==> src/logic/aror_pkg.sv <==
// register map, field layout and reset values of the alert/reset/oscillator slice
// assumes an 8-bit register access port driven by the serial target front end
package aror_pkg;

  // ----------------------------------------------------------------
  // register offsets
  // ----------------------------------------------------------------
  localparam logic [7:0] LOW_FLAGS_ADDR = 8'h0C;
  localparam logic [7:0] HIGH_FLAGS_ADDR = 8'h0E;
  localparam logic [7:0] SOFT_RESET_ADDR = 8'h14;
  localparam logic [7:0] CAL_START_ADDR = 8'h15;
  localparam logic [7:0] UNLOCK_KEY_ADDR = 8'h17;
  localparam logic [7:0] OSC_CHOICE_ADDR = 8'h18;
  localparam logic [7:0] CONV_COUNT_ADDR = 8'h19;

  // ----------------------------------------------------------------
  // field positions and widths
  // ----------------------------------------------------------------
  localparam int CH_COUNT = 2;
  localparam int GO_BIT_POS = 0;
  localparam int OSC_BIT_POS = 0;
  localparam int KEY_WIDTH = 4;

  // ----------------------------------------------------------------
  // codes and reset values
  // ----------------------------------------------------------------
  localparam logic [3:0] UNLOCK_CODE = 4'hA;
  localparam logic [3:0] KEY_RESET = 4'h0;
  localparam logic [1:0] FLAGS_RESET = 2'h0;
  localparam logic OSC_RESET = 1'b0;
  localparam logic [7:0] CONV_COUNT_RESET = 8'h00;
  localparam logic [7:0] FAST_OSC_MIN_CLKS = 8'h15;
  localparam logic [7:0] SLOW_OSC_MIN_CLKS = 8'h12;
  localparam logic [7:0] READ_ZERO = 8'h00;

  // ----------------------------------------------------------------
  // register access request
  // ----------------------------------------------------------------
  typedef struct packed {
    logic wr;
    logic rd;
    logic [7:0] addr;
    logic [7:0] wdata;
  } aror_req_t;

endpackage

==> src/logic/aror_flag_bank.sv <==
// sticky event flag bank: hardware sets, register write of zero clears
// assumes set inputs synchronous to the core clock
`timescale 1ns/10ps
module aror_flag_bank #(
  parameter int WIDTH = 2
) (
  input wire logic clk_i,
  input wire logic reset_n_i,
  input wire logic clk_en_i,
  input wire logic clear_all_i,
  input wire logic wr_i,
  input wire logic [WIDTH-1:0] wdata_i,
  input wire logic [WIDTH-1:0] set_i,
  output logic [WIDTH-1:0] flags_o
);

  // ----------------------------------------------------------------
  // flag storage
  // ----------------------------------------------------------------
  // set beats any clear in the same cycle
  always_ff @(posedge clk_i or negedge reset_n_i) begin
    if (!reset_n_i) begin
      flags_o <= '0;
    end else if (clk_en_i) begin
      if (clear_all_i) begin
        flags_o <= set_i;
      end else if (wr_i) begin
        flags_o <= (flags_o & wdata_i) | set_i; // writing zero clears
      end else begin
        flags_o <= flags_o | set_i;
      end
    end
  end

endmodule

==> src/logic/aror_regs.sv <==
// alert flag, keyed soft reset, calibration trigger and oscillator registers
// assumes the serial target front end presents one access per cycle at most
//
// Behaviour
// - Low-side alert flags for channel 0 and 1 sit in bits 0 and 1 at 0x0C.
// - High-side alert flags for channel 0 and 1 sit in bits 0 and 1 at 0x0E.
// - Writing one to bit 0 at 0x14 resets the device, all but the unlock key, when unlocked.
// - Writes to 0x14 are taken only after key 1010b sits in the low nibble at 0x17.
// - The unlock key survives a device reset.
// - Writing one to bit 0 at 0x15 starts offset calibration.
// - Bit 0 at 0x18 picks the fast oscillator at zero and the low-power one at one.
// - Reserved upper bits of flag, reset, calibration and oscillator registers read zero.
// - Flag registers and the conversion clock count at 0x19 reset to zero.
// - A written conversion clock count is raised to 21 (fast) or 18 (low-power) at least, per the oscillator selected at the write.
`timescale 1ns/10ps
module aror_regs (
  input wire logic CORE_CLK_I,
  input wire logic RESET_N_I,
  input wire logic CLK_EN_I,
  input wire aror_pkg::aror_req_t REG_REQ_I,
  input wire logic [1:0] LOW_ALERT_SET_I,
  input wire logic [1:0] HIGH_ALERT_SET_I,
  output logic [7:0] REG_RDATA_O,
  output logic REG_RVALID_O,
  output logic SOFT_RESET_O,
  output logic CAL_START_O,
  output logic LOW_POWER_OSC_O,
  output logic [7:0] CYCLES_PER_CONV_O,
  output logic [1:0] LOW_FLAGS_O,
  output logic [1:0] HIGH_FLAGS_O
);

  // ----------------------------------------------------------------
  // decode
  // ----------------------------------------------------------------
  logic wr_low, wr_high, wr_rst, wr_cal, wr_key, wr_osc, wr_cnt;
  logic unlocked;
  logic [3:0] key_r;
  logic [7:0] cnt_floor;

  assign wr_low = REG_REQ_I.wr && (REG_REQ_I.addr == aror_pkg::LOW_FLAGS_ADDR);
  assign wr_high = REG_REQ_I.wr && (REG_REQ_I.addr == aror_pkg::HIGH_FLAGS_ADDR);
  assign wr_rst = REG_REQ_I.wr && (REG_REQ_I.addr == aror_pkg::SOFT_RESET_ADDR);
  assign wr_cal = REG_REQ_I.wr && (REG_REQ_I.addr == aror_pkg::CAL_START_ADDR);
  assign wr_key = REG_REQ_I.wr && (REG_REQ_I.addr == aror_pkg::UNLOCK_KEY_ADDR);
  assign wr_osc = REG_REQ_I.wr && (REG_REQ_I.addr == aror_pkg::OSC_CHOICE_ADDR);
  assign wr_cnt = REG_REQ_I.wr && (REG_REQ_I.addr == aror_pkg::CONV_COUNT_ADDR);
  assign unlocked = (key_r == aror_pkg::UNLOCK_CODE);
  // floor follows the oscillator selected when the count is written
  assign cnt_floor = LOW_POWER_OSC_O ? aror_pkg::SLOW_OSC_MIN_CLKS
                                     : aror_pkg::FAST_OSC_MIN_CLKS;

  // ----------------------------------------------------------------
  // alert flags
  // ----------------------------------------------------------------
  // low-side flags, cleared as a whole by soft reset
  aror_flag_bank #(.WIDTH(aror_pkg::CH_COUNT)) u_low_flags (
    .clk_i(CORE_CLK_I),
    .reset_n_i(RESET_N_I),
    .clk_en_i(CLK_EN_I),
    .clear_all_i(SOFT_RESET_O),
    .wr_i(wr_low),
    .wdata_i(REG_REQ_I.wdata[1:0]),
    .set_i(LOW_ALERT_SET_I),
    .flags_o(LOW_FLAGS_O)
  );

  // high-side flags
  aror_flag_bank #(.WIDTH(aror_pkg::CH_COUNT)) u_high_flags (
    .clk_i(CORE_CLK_I),
    .reset_n_i(RESET_N_I),
    .clk_en_i(CLK_EN_I),
    .clear_all_i(SOFT_RESET_O),
    .wr_i(wr_high),
    .wdata_i(REG_REQ_I.wdata[1:0]),
    .set_i(HIGH_ALERT_SET_I),
    .flags_o(HIGH_FLAGS_O)
  );

  // ----------------------------------------------------------------
  // unlock key
  // ----------------------------------------------------------------
  // soft reset deliberately leaves the key alone
  always_ff @(posedge CORE_CLK_I or negedge RESET_N_I) begin
    if (!RESET_N_I) begin
      key_r <= aror_pkg::KEY_RESET;
    end else if (CLK_EN_I && wr_key) begin
      key_r <= REG_REQ_I.wdata[3:0]; // upper nibble dropped
    end
  end

  // ----------------------------------------------------------------
  // soft reset and calibration strobes
  // ----------------------------------------------------------------
  // one-cycle pulses; a locked reset write is ignored
  always_ff @(posedge CORE_CLK_I or negedge RESET_N_I) begin
    if (!RESET_N_I) begin
      SOFT_RESET_O <= 1'b0;
      CAL_START_O <= 1'b0;
    end else if (CLK_EN_I) begin
      SOFT_RESET_O <= wr_rst && REG_REQ_I.wdata[aror_pkg::GO_BIT_POS] && unlocked;
      CAL_START_O <= wr_cal && REG_REQ_I.wdata[aror_pkg::GO_BIT_POS] && !SOFT_RESET_O;
    end
  end

  // ----------------------------------------------------------------
  // oscillator choice and conversion clock count
  // ----------------------------------------------------------------
  // oscillator select bit
  always_ff @(posedge CORE_CLK_I or negedge RESET_N_I) begin
    if (!RESET_N_I) begin
      LOW_POWER_OSC_O <= aror_pkg::OSC_RESET;
    end else if (CLK_EN_I) begin
      if (SOFT_RESET_O) begin
        LOW_POWER_OSC_O <= aror_pkg::OSC_RESET;
      end else if (wr_osc) begin
        LOW_POWER_OSC_O <= REG_REQ_I.wdata[aror_pkg::OSC_BIT_POS];
      end
    end
  end

  // clock count, raised to the oscillator floor on write
  always_ff @(posedge CORE_CLK_I or negedge RESET_N_I) begin
    if (!RESET_N_I) begin
      CYCLES_PER_CONV_O <= aror_pkg::CONV_COUNT_RESET;
    end else if (CLK_EN_I) begin
      if (SOFT_RESET_O) begin
        CYCLES_PER_CONV_O <= aror_pkg::CONV_COUNT_RESET;
      end else if (wr_cnt) begin
        CYCLES_PER_CONV_O <= (REG_REQ_I.wdata > cnt_floor) ? REG_REQ_I.wdata
                                                            : cnt_floor;
      end
    end
  end

  // ----------------------------------------------------------------
  // read path
  // ----------------------------------------------------------------
  // read data valid one cycle after the request; unmapped reads zero
  always_ff @(posedge CORE_CLK_I or negedge RESET_N_I) begin
    if (!RESET_N_I) begin
      REG_RDATA_O <= aror_pkg::READ_ZERO;
      REG_RVALID_O <= 1'b0;
    end else if (CLK_EN_I) begin
      REG_RVALID_O <= REG_REQ_I.rd;
      if (REG_REQ_I.rd) begin
        unique case (REG_REQ_I.addr)
          aror_pkg::LOW_FLAGS_ADDR: REG_RDATA_O <= {6'h00, LOW_FLAGS_O};
          aror_pkg::HIGH_FLAGS_ADDR: REG_RDATA_O <= {6'h00, HIGH_FLAGS_O};
          aror_pkg::UNLOCK_KEY_ADDR: REG_RDATA_O <= {4'h0, key_r};
          aror_pkg::OSC_CHOICE_ADDR: REG_RDATA_O <= {7'h00, LOW_POWER_OSC_O};
          aror_pkg::CONV_COUNT_ADDR: REG_RDATA_O <= CYCLES_PER_CONV_O;
          default: REG_RDATA_O <= aror_pkg::READ_ZERO; // strobes read zero
        endcase
      end
    end
  end

  // ----------------------------------------------------------------
  // assertions
  // ----------------------------------------------------------------
  logic [7:0] rd_addr_r;

  // address of the last accepted read
  always_ff @(posedge CORE_CLK_I or negedge RESET_N_I) begin
    if (!RESET_N_I) begin
      rd_addr_r <= 8'h00;
    end else if (CLK_EN_I && REG_REQ_I.rd) begin
      rd_addr_r <= REG_REQ_I.addr;
    end
  end
endmodule

==> config.mk <==
export PLATFORM = sky130hd
export DESIGN_NAME = aror_regs
export DESIGN_NICKNAME = d
export VERILOG_FILES = /design/src/logic/aror_pkg.sv /design/src/logic/aror_flag_bank.sv /design/src/logic/aror_regs.sv
export SDC_FILE = /design/constraint.sdc
export NUM_CORES = 1
export LEC_CHECK = 0
export BUFFER_PORTS_ARGS = -buffer_cell sky130_fd_sc_hd__buf_2
export CAP_MARGIN = 20
export CORE_UTILIZATION = 54
export CTS_CLUSTER_SIZE = 30
export DETAILED_ROUTE_END_ITERATION = 12
export PLACE_DENSITY = 0.88
export SLEW_MARGIN = 20
export SYNTH_ARGS = -nofsm -noshare
export SYNTH_HDL_FRONTEND = slang
export SYNTH_SLANG_ARGS = --single-unit
==> constraint.sdc <==
create_clock -name CORE_CLK_I -period 4.91 [get_ports CORE_CLK_I]
set_clock_uncertainty 0.15 [all_clocks]
set_input_delay 0.7365 -clock CORE_CLK_I [delete_from_list [all_inputs] [get_ports CORE_CLK_I]]
set_output_delay 0.7365 -clock CORE_CLK_I [all_outputs]
set_load 0.05 [all_outputs]
# After elaboration in Yosys (flattened, before gate mapping)
# Cells that the tools add are included.
# totals
in_bits	25
register_bits	28
out_inout_bits	24
wordCells	53
# op_classes
mux	11
reduce_logical	18
n_eq_ne	8
n_lt_le_gt_ge	1
bitwise_logic	6
# op_table
operator	count
== test 8 x 5 -> 1 bit (second input constant)	5
case mux 8 bit (5 select lines)	1
two-way mux 8 bit	3
== test 8 x 4 -> 1 bit (second input constant)	2
logical AND 1 bit	12
greater-than comparator 8 x 5 -> 1 bit	1
two-way mux 2 bit	4
OR 2 bit	4
AND reduction 2 bit	3
AND 2 bit	2
== test 4 bit (second input constant)	1
nonzero test 2 bit	2
two-way mux 3 bit	1
two-way mux 1 bit	2
zero test 1 bit	1

# Depth between registers and ports, before layout
# logic_depth
depth_word	5
mapped_depth	6
depth_no_buf	6

# Cells and area by module
# From an unflattened synthesis, not the netlist that was laid out.
# unflattened
cells_unflattened	138
hier_area_um2	1495.2
# by_module_without_submodules
mod	seq_area_each_um2	cells_per_inst	area_each_um2	n_inst
aror_regs	600.6	118	1285.0	1
aror_flag_bank	50.0	10	105.1	2

# Least setup slack after synthesis
# No wires, ideal clock.
# synth_timing
path_type	register to register
startpoint	register LOW_POWER_OSC_O
endpoint	register CYCLES_PER_CONV_O[0]
setup_time_ns	0.122
arrival_time_ns	2.005
path_stages_with_launch	7
path_buffers	0
required_time_ns	4.638
path_slack_ns	2.634
period_less_slack_ns	2.276
cell_sequence	dfrtp_1 inv_1 ha_1 a211o_1 o211ai_1 nand3_1 a32o_1
# synth_between
elab_chain_len	5
# synth_rtl
item	line_no	rtl
start: declaration	aror_regs.sv:27	output logic LOW_POWER_OSC_O,
start signal: assignment	aror_regs.sv:112	LOW_POWER_OSC_O <= aror_pkg::OSC_RESET;
start signal: assignment	aror_regs.sv:115	LOW_POWER_OSC_O <= aror_pkg::OSC_RESET;
start signal: assignment	aror_regs.sv:117	LOW_POWER_OSC_O <= REG_REQ_I.wdata[aror_pkg::OSC_BIT_POS];
two-way mux 3 bit *	aror_regs.sv:50	assign cnt_floor = LOW_POWER_OSC_O ? aror_pkg::SLOW_OSC_MIN_CLKS
greater-than comparator 8 x 5 -> 1 bit	aror_regs.sv:130	CYCLES_PER_CONV_O <= (REG_REQ_I.wdata > cnt_floor) ? REG_REQ_I.wdata
two-way mux 8 bit *	aror_regs.sv:130	
two-way mux 8 bit *	aror_regs.sv:129	end else if (wr_cnt) begin
two-way mux 8 bit *	aror_regs.sv:127	if (SOFT_RESET_O) begin
end signal: assignment	aror_regs.sv:125	CYCLES_PER_CONV_O <= aror_pkg::CONV_COUNT_RESET;
end signal: assignment	aror_regs.sv:128	CYCLES_PER_CONV_O <= aror_pkg::CONV_COUNT_RESET;
end signal: assignment	aror_regs.sv:130	
end: declaration	aror_regs.sv:28	output logic [7:0] CYCLES_PER_CONV_O,
# Every way passes the cells marked *; elsewhere a longest branch is shown, timed or not. The select of a mux whose other input is x is not followed.
# A chain may end at the register's enable or synchronous reset.

# Worst setup path in the final report
# layout_timing
startpoint	input port REG_REQ_I[15] in the netlist's numbering
endpoint	register key_r[1]
# layout_between
elab_chain_len	3
# layout_rtl
item	line_no	rtl
start: declaration	aror_regs.sv:20	input wire aror_pkg::aror_req_t REG_REQ_I,
== test 8 x 5 -> 1 bit	aror_regs.sv:45	assign wr_key = REG_REQ_I.wr && (REG_REQ_I.addr == aror_pkg::UNLOCK_KEY_ADDR);
logical AND 1 bit	aror_regs.sv:45	
logical AND 1 bit	aror_regs.sv:87	end else if (CLK_EN_I && wr_key) begin
end signal: assignment	aror_regs.sv:86	key_r <= aror_pkg::KEY_RESET;
end signal: assignment	aror_regs.sv:88	key_r <= REG_REQ_I.wdata[3:0];
end: declaration	aror_regs.sv:38	logic [3:0] key_r;
# Every way passes these cells.

==> key figures <==
Cells and area
  – Filler cell count: around 210
  – Layout cell share with drive strength beyond 1: 34.0%
  – Final Non-Filler Cells: approximately 220
  – Fin nets: 217
  – Antenna cells: 0
  – Area Growth Syn to Fin: 19.2%

Synthesis
  – Top-area cell type share of the netlist area: a little under half
  – Cell types occupying the most area after synthesis: dfrtp_1 (46%), a22o_1 (4.6%), mux2i_1 (3.9%)
  – Sequential element share of the synthesized area: a little under half
  – Synth Warn #: 0
  – Top_reg_cell synth: dfrtp_1
  – Post-synth ARST share: 100%
  – Synth Register Bits: 28
  – Syn Nets: 170
  – Dominant cell by count in the synthesized netlist: dfrtp_1
  – Netlist cell types: 48
  – Synth Instances: approximately 140
  – Commonest cells post-synth: dfrtp_1 (28), nand2_1 (14), o21ai_0 (9), a22o_1 (8)
  – Cell taking the most area after synthesis: dfrtp_1
  – Mean post-synth cell area: 10.8 um2
  – Synth Cell Area: 0.00154 mm2
  – EDFF count, synth: 0

Placement
  – GPL Wtd Cong: just under 0.9
  – Post-Place Setup Slack: 2350 ps
  – HPWL after detailed placement: 2830 um
  – Port Buffers: 48
  – Dpl cells: 214

Power and ir drop
  – Power Total: between 0.4 and 0.5 mW
  – Lkg Pwr: a little over 0.9 nW
  – Power per Cell Area: roughly 250 mW/mm2
  – Worst ir drop on vdd: 166 uV

Timing
  – Final setup vio count: 0
  – Slew @ Worst Pin: ~640 ps
  – RSZ-0062 raised after global routing: no
  – Final Cycle Share: 44.5%
  – Clock period minus worst slack: 2180 ps
  – Slew HR: 56.9%
  – Setup TNS: 0 ps
  – Worst hold slack: between 200 and 250 ps
  – Slew Limit Fails: 0
  – Fin worst setup slack: 2730 ps
  – Final hold vios: 0
  – Max Fclk: 0.458 GHz

Global route
  – Total gr overflow: 0
  – GR Util All Layers: 25.8%
  – Largest net degree at the start of global routing: 29
  – Vias in the first global route: approximately 1300
  – First-pass GRT wire length: 6290 um
  – Initial antenna violation count: 0

Detailed routing
  – DRT iter0 DRCs: a little over 70
  – Total vias in the final route: 1369
  – WL final: 3810 um
  – Vias per std cell: 6.28
  – First drt pass iteration count: 4
  – DRC Markers: 0
  – DRT antenna net count: 0
  – WL/cell: 17.5 um

Status
  – Outcome: finished, final reports clean

Worst setup path
  – CP Depth: 5
  – Crit path cell chain: buf_2 > nor4b_4 > nand2_2 > nor2_2 > mux2_2
  – Delay-heaviest family, CP: simple AND/OR/NAND/NOR gates
  – Setup crit start: REG_REQ_I[15]
  – Worst R2R Path Depth: 6
  – Worst Path Required: 4990 ps
  – Crit Reg-Reg Startpoint: LOW_POWER_OSC_O
  – CP startpoint kind: input port
  – Max incr delay on CP: 610 ps
  – Worst R2R Setup Slack: 2790 ps
  – Crit. End Element: register
  – Critical Path End: key_r[1]
  – CP Class: in -> reg
  – Worst R2R End: CYCLES_PER_CONV_O[1]
  – Worst path bufs/invs: 1
  – Critical Path Fanout Max: 12
  – Slowest CP cell: nor4b_4
  – Data arrival, critical path: 2270 ps

Hold path
  – Hold crit path type: in -> async

CTS
  – # hold bufs at CTS: 0
  – Clk pin slew, worst setup/hold paths: 150 ps
  – Cts bufs inserted: 3
  – Setup Fix Bufs, Post-CTS: 0
  – Clock tree buffer depth: 2
  – CTS tree: yes
  – Clock sink count: 28
  – H-tree Lvls: 1
  – Clock root buffer: clkbuf_4
  – # resized after CTS: 0
  – Worst-skew pair later-pin latency: 330 ps

Floorplan
  – Die area: a little over 0.003 mm2
  – Die height: 55.4 um
  – Initial core utilization: 59.4%
  – Die extent in x: 55.4 um
  – Rows: 18
  – I/O Pins: 49
  – CORE AREA: 0.00259 mm2

Run
  – MaxCap Viol Count: 0
cell type report:
cell class | count | area [um2] | share of cell area (%)
repair buffers | 48 | 240 | 13.1
well taps | 30 | 37.5 | 2.05
flip-flops and latches | 28 | 701 | 38.2
clock inverters | 1 | 30.0 | 1.64
inverters | 6 | 22.5 | 1.23
clock buffers | 3 | 22.5 | 1.23
multi-input cells | 102 | 781 | 42.6
cell families after synthesis:
group,after synthesis,share of synthesized area (%)
AOI/OAI and AO/OA,38,18.5
adders and majority gates,3,2.44
buffers and inverters,12,3.74
DFF,28,45.5
muxes,10,6.83
and+or+nand+nor,51,22.9
stage by stage:
stage / instance area (um2) / util (%)
after floorplan: 1540 / -
after global placement: 1780 / 68.8
after detailed placement: 1780 / 68.8
after CTS: 1830 / 70.8
after global routing: 1830 / 70.8
final: 1830 / 70.8
placed cells by master (no fill, tap or decap), drive strengths merged, types with 4 or more instances in the layout:
| master | count |
|---|---|
| a22o | 8 |
| buf | 48 |
| dfrtp | 28 |
| inv | 6 |
| mux2 | 4 |
| mux2i | 6 |
| nand2 | 15 |
| nand2b | 4 |
| nor2 | 4 |
| o21ai | 10 |
sequential cells by signal (all words and copies together) (netlist names):
name and count:
CYCLES_PER_CONV_O 8, REG_RDATA_O 8, key_r 4, u_high_flags.flags_o 2
u_low_flags.flags_o 2, CAL_START_O 1, LOW_POWER_OSC_O 1, REG_RVALID_O 1
SOFT_RESET_O 1
how the worst min path moves through the flow:
stage	slack [ps]	to
global placement	310	REG_RDATA_O[1]
CTS	250	REG_RDATA_O[6]
detailed placement	320	REG_RDATA_O[1]
finish	230	CYCLES_PER_CONV_O[1]
global route	280	REG_RDATA_O[6]
floorplan	290	CAL_START_O
where the power goes:
part           internal [mW]  switching (mW)  total, mW  leakage [nW]
combinational         0.0209          0.0427     0.0635         0.533
clock                 0.0826          0.0690      0.152        0.0279
sequential             0.235         0.00317      0.238         0.360
total                  0.339           0.115      0.454         0.921
routing by layer:
metal  routed length, um  vias up  part of all wire, %  GRT usage [%]
li1                    -      637                    -              -
met1                1540      646                   40           33.8
met2                1890       69                   50           42.7
met3                 232       17                  6.1           3.51
met4                 153        0                  4.0           11.4
met5                   0        -                    0              0
Note: power is estimated with default switching activity, not from simulation.
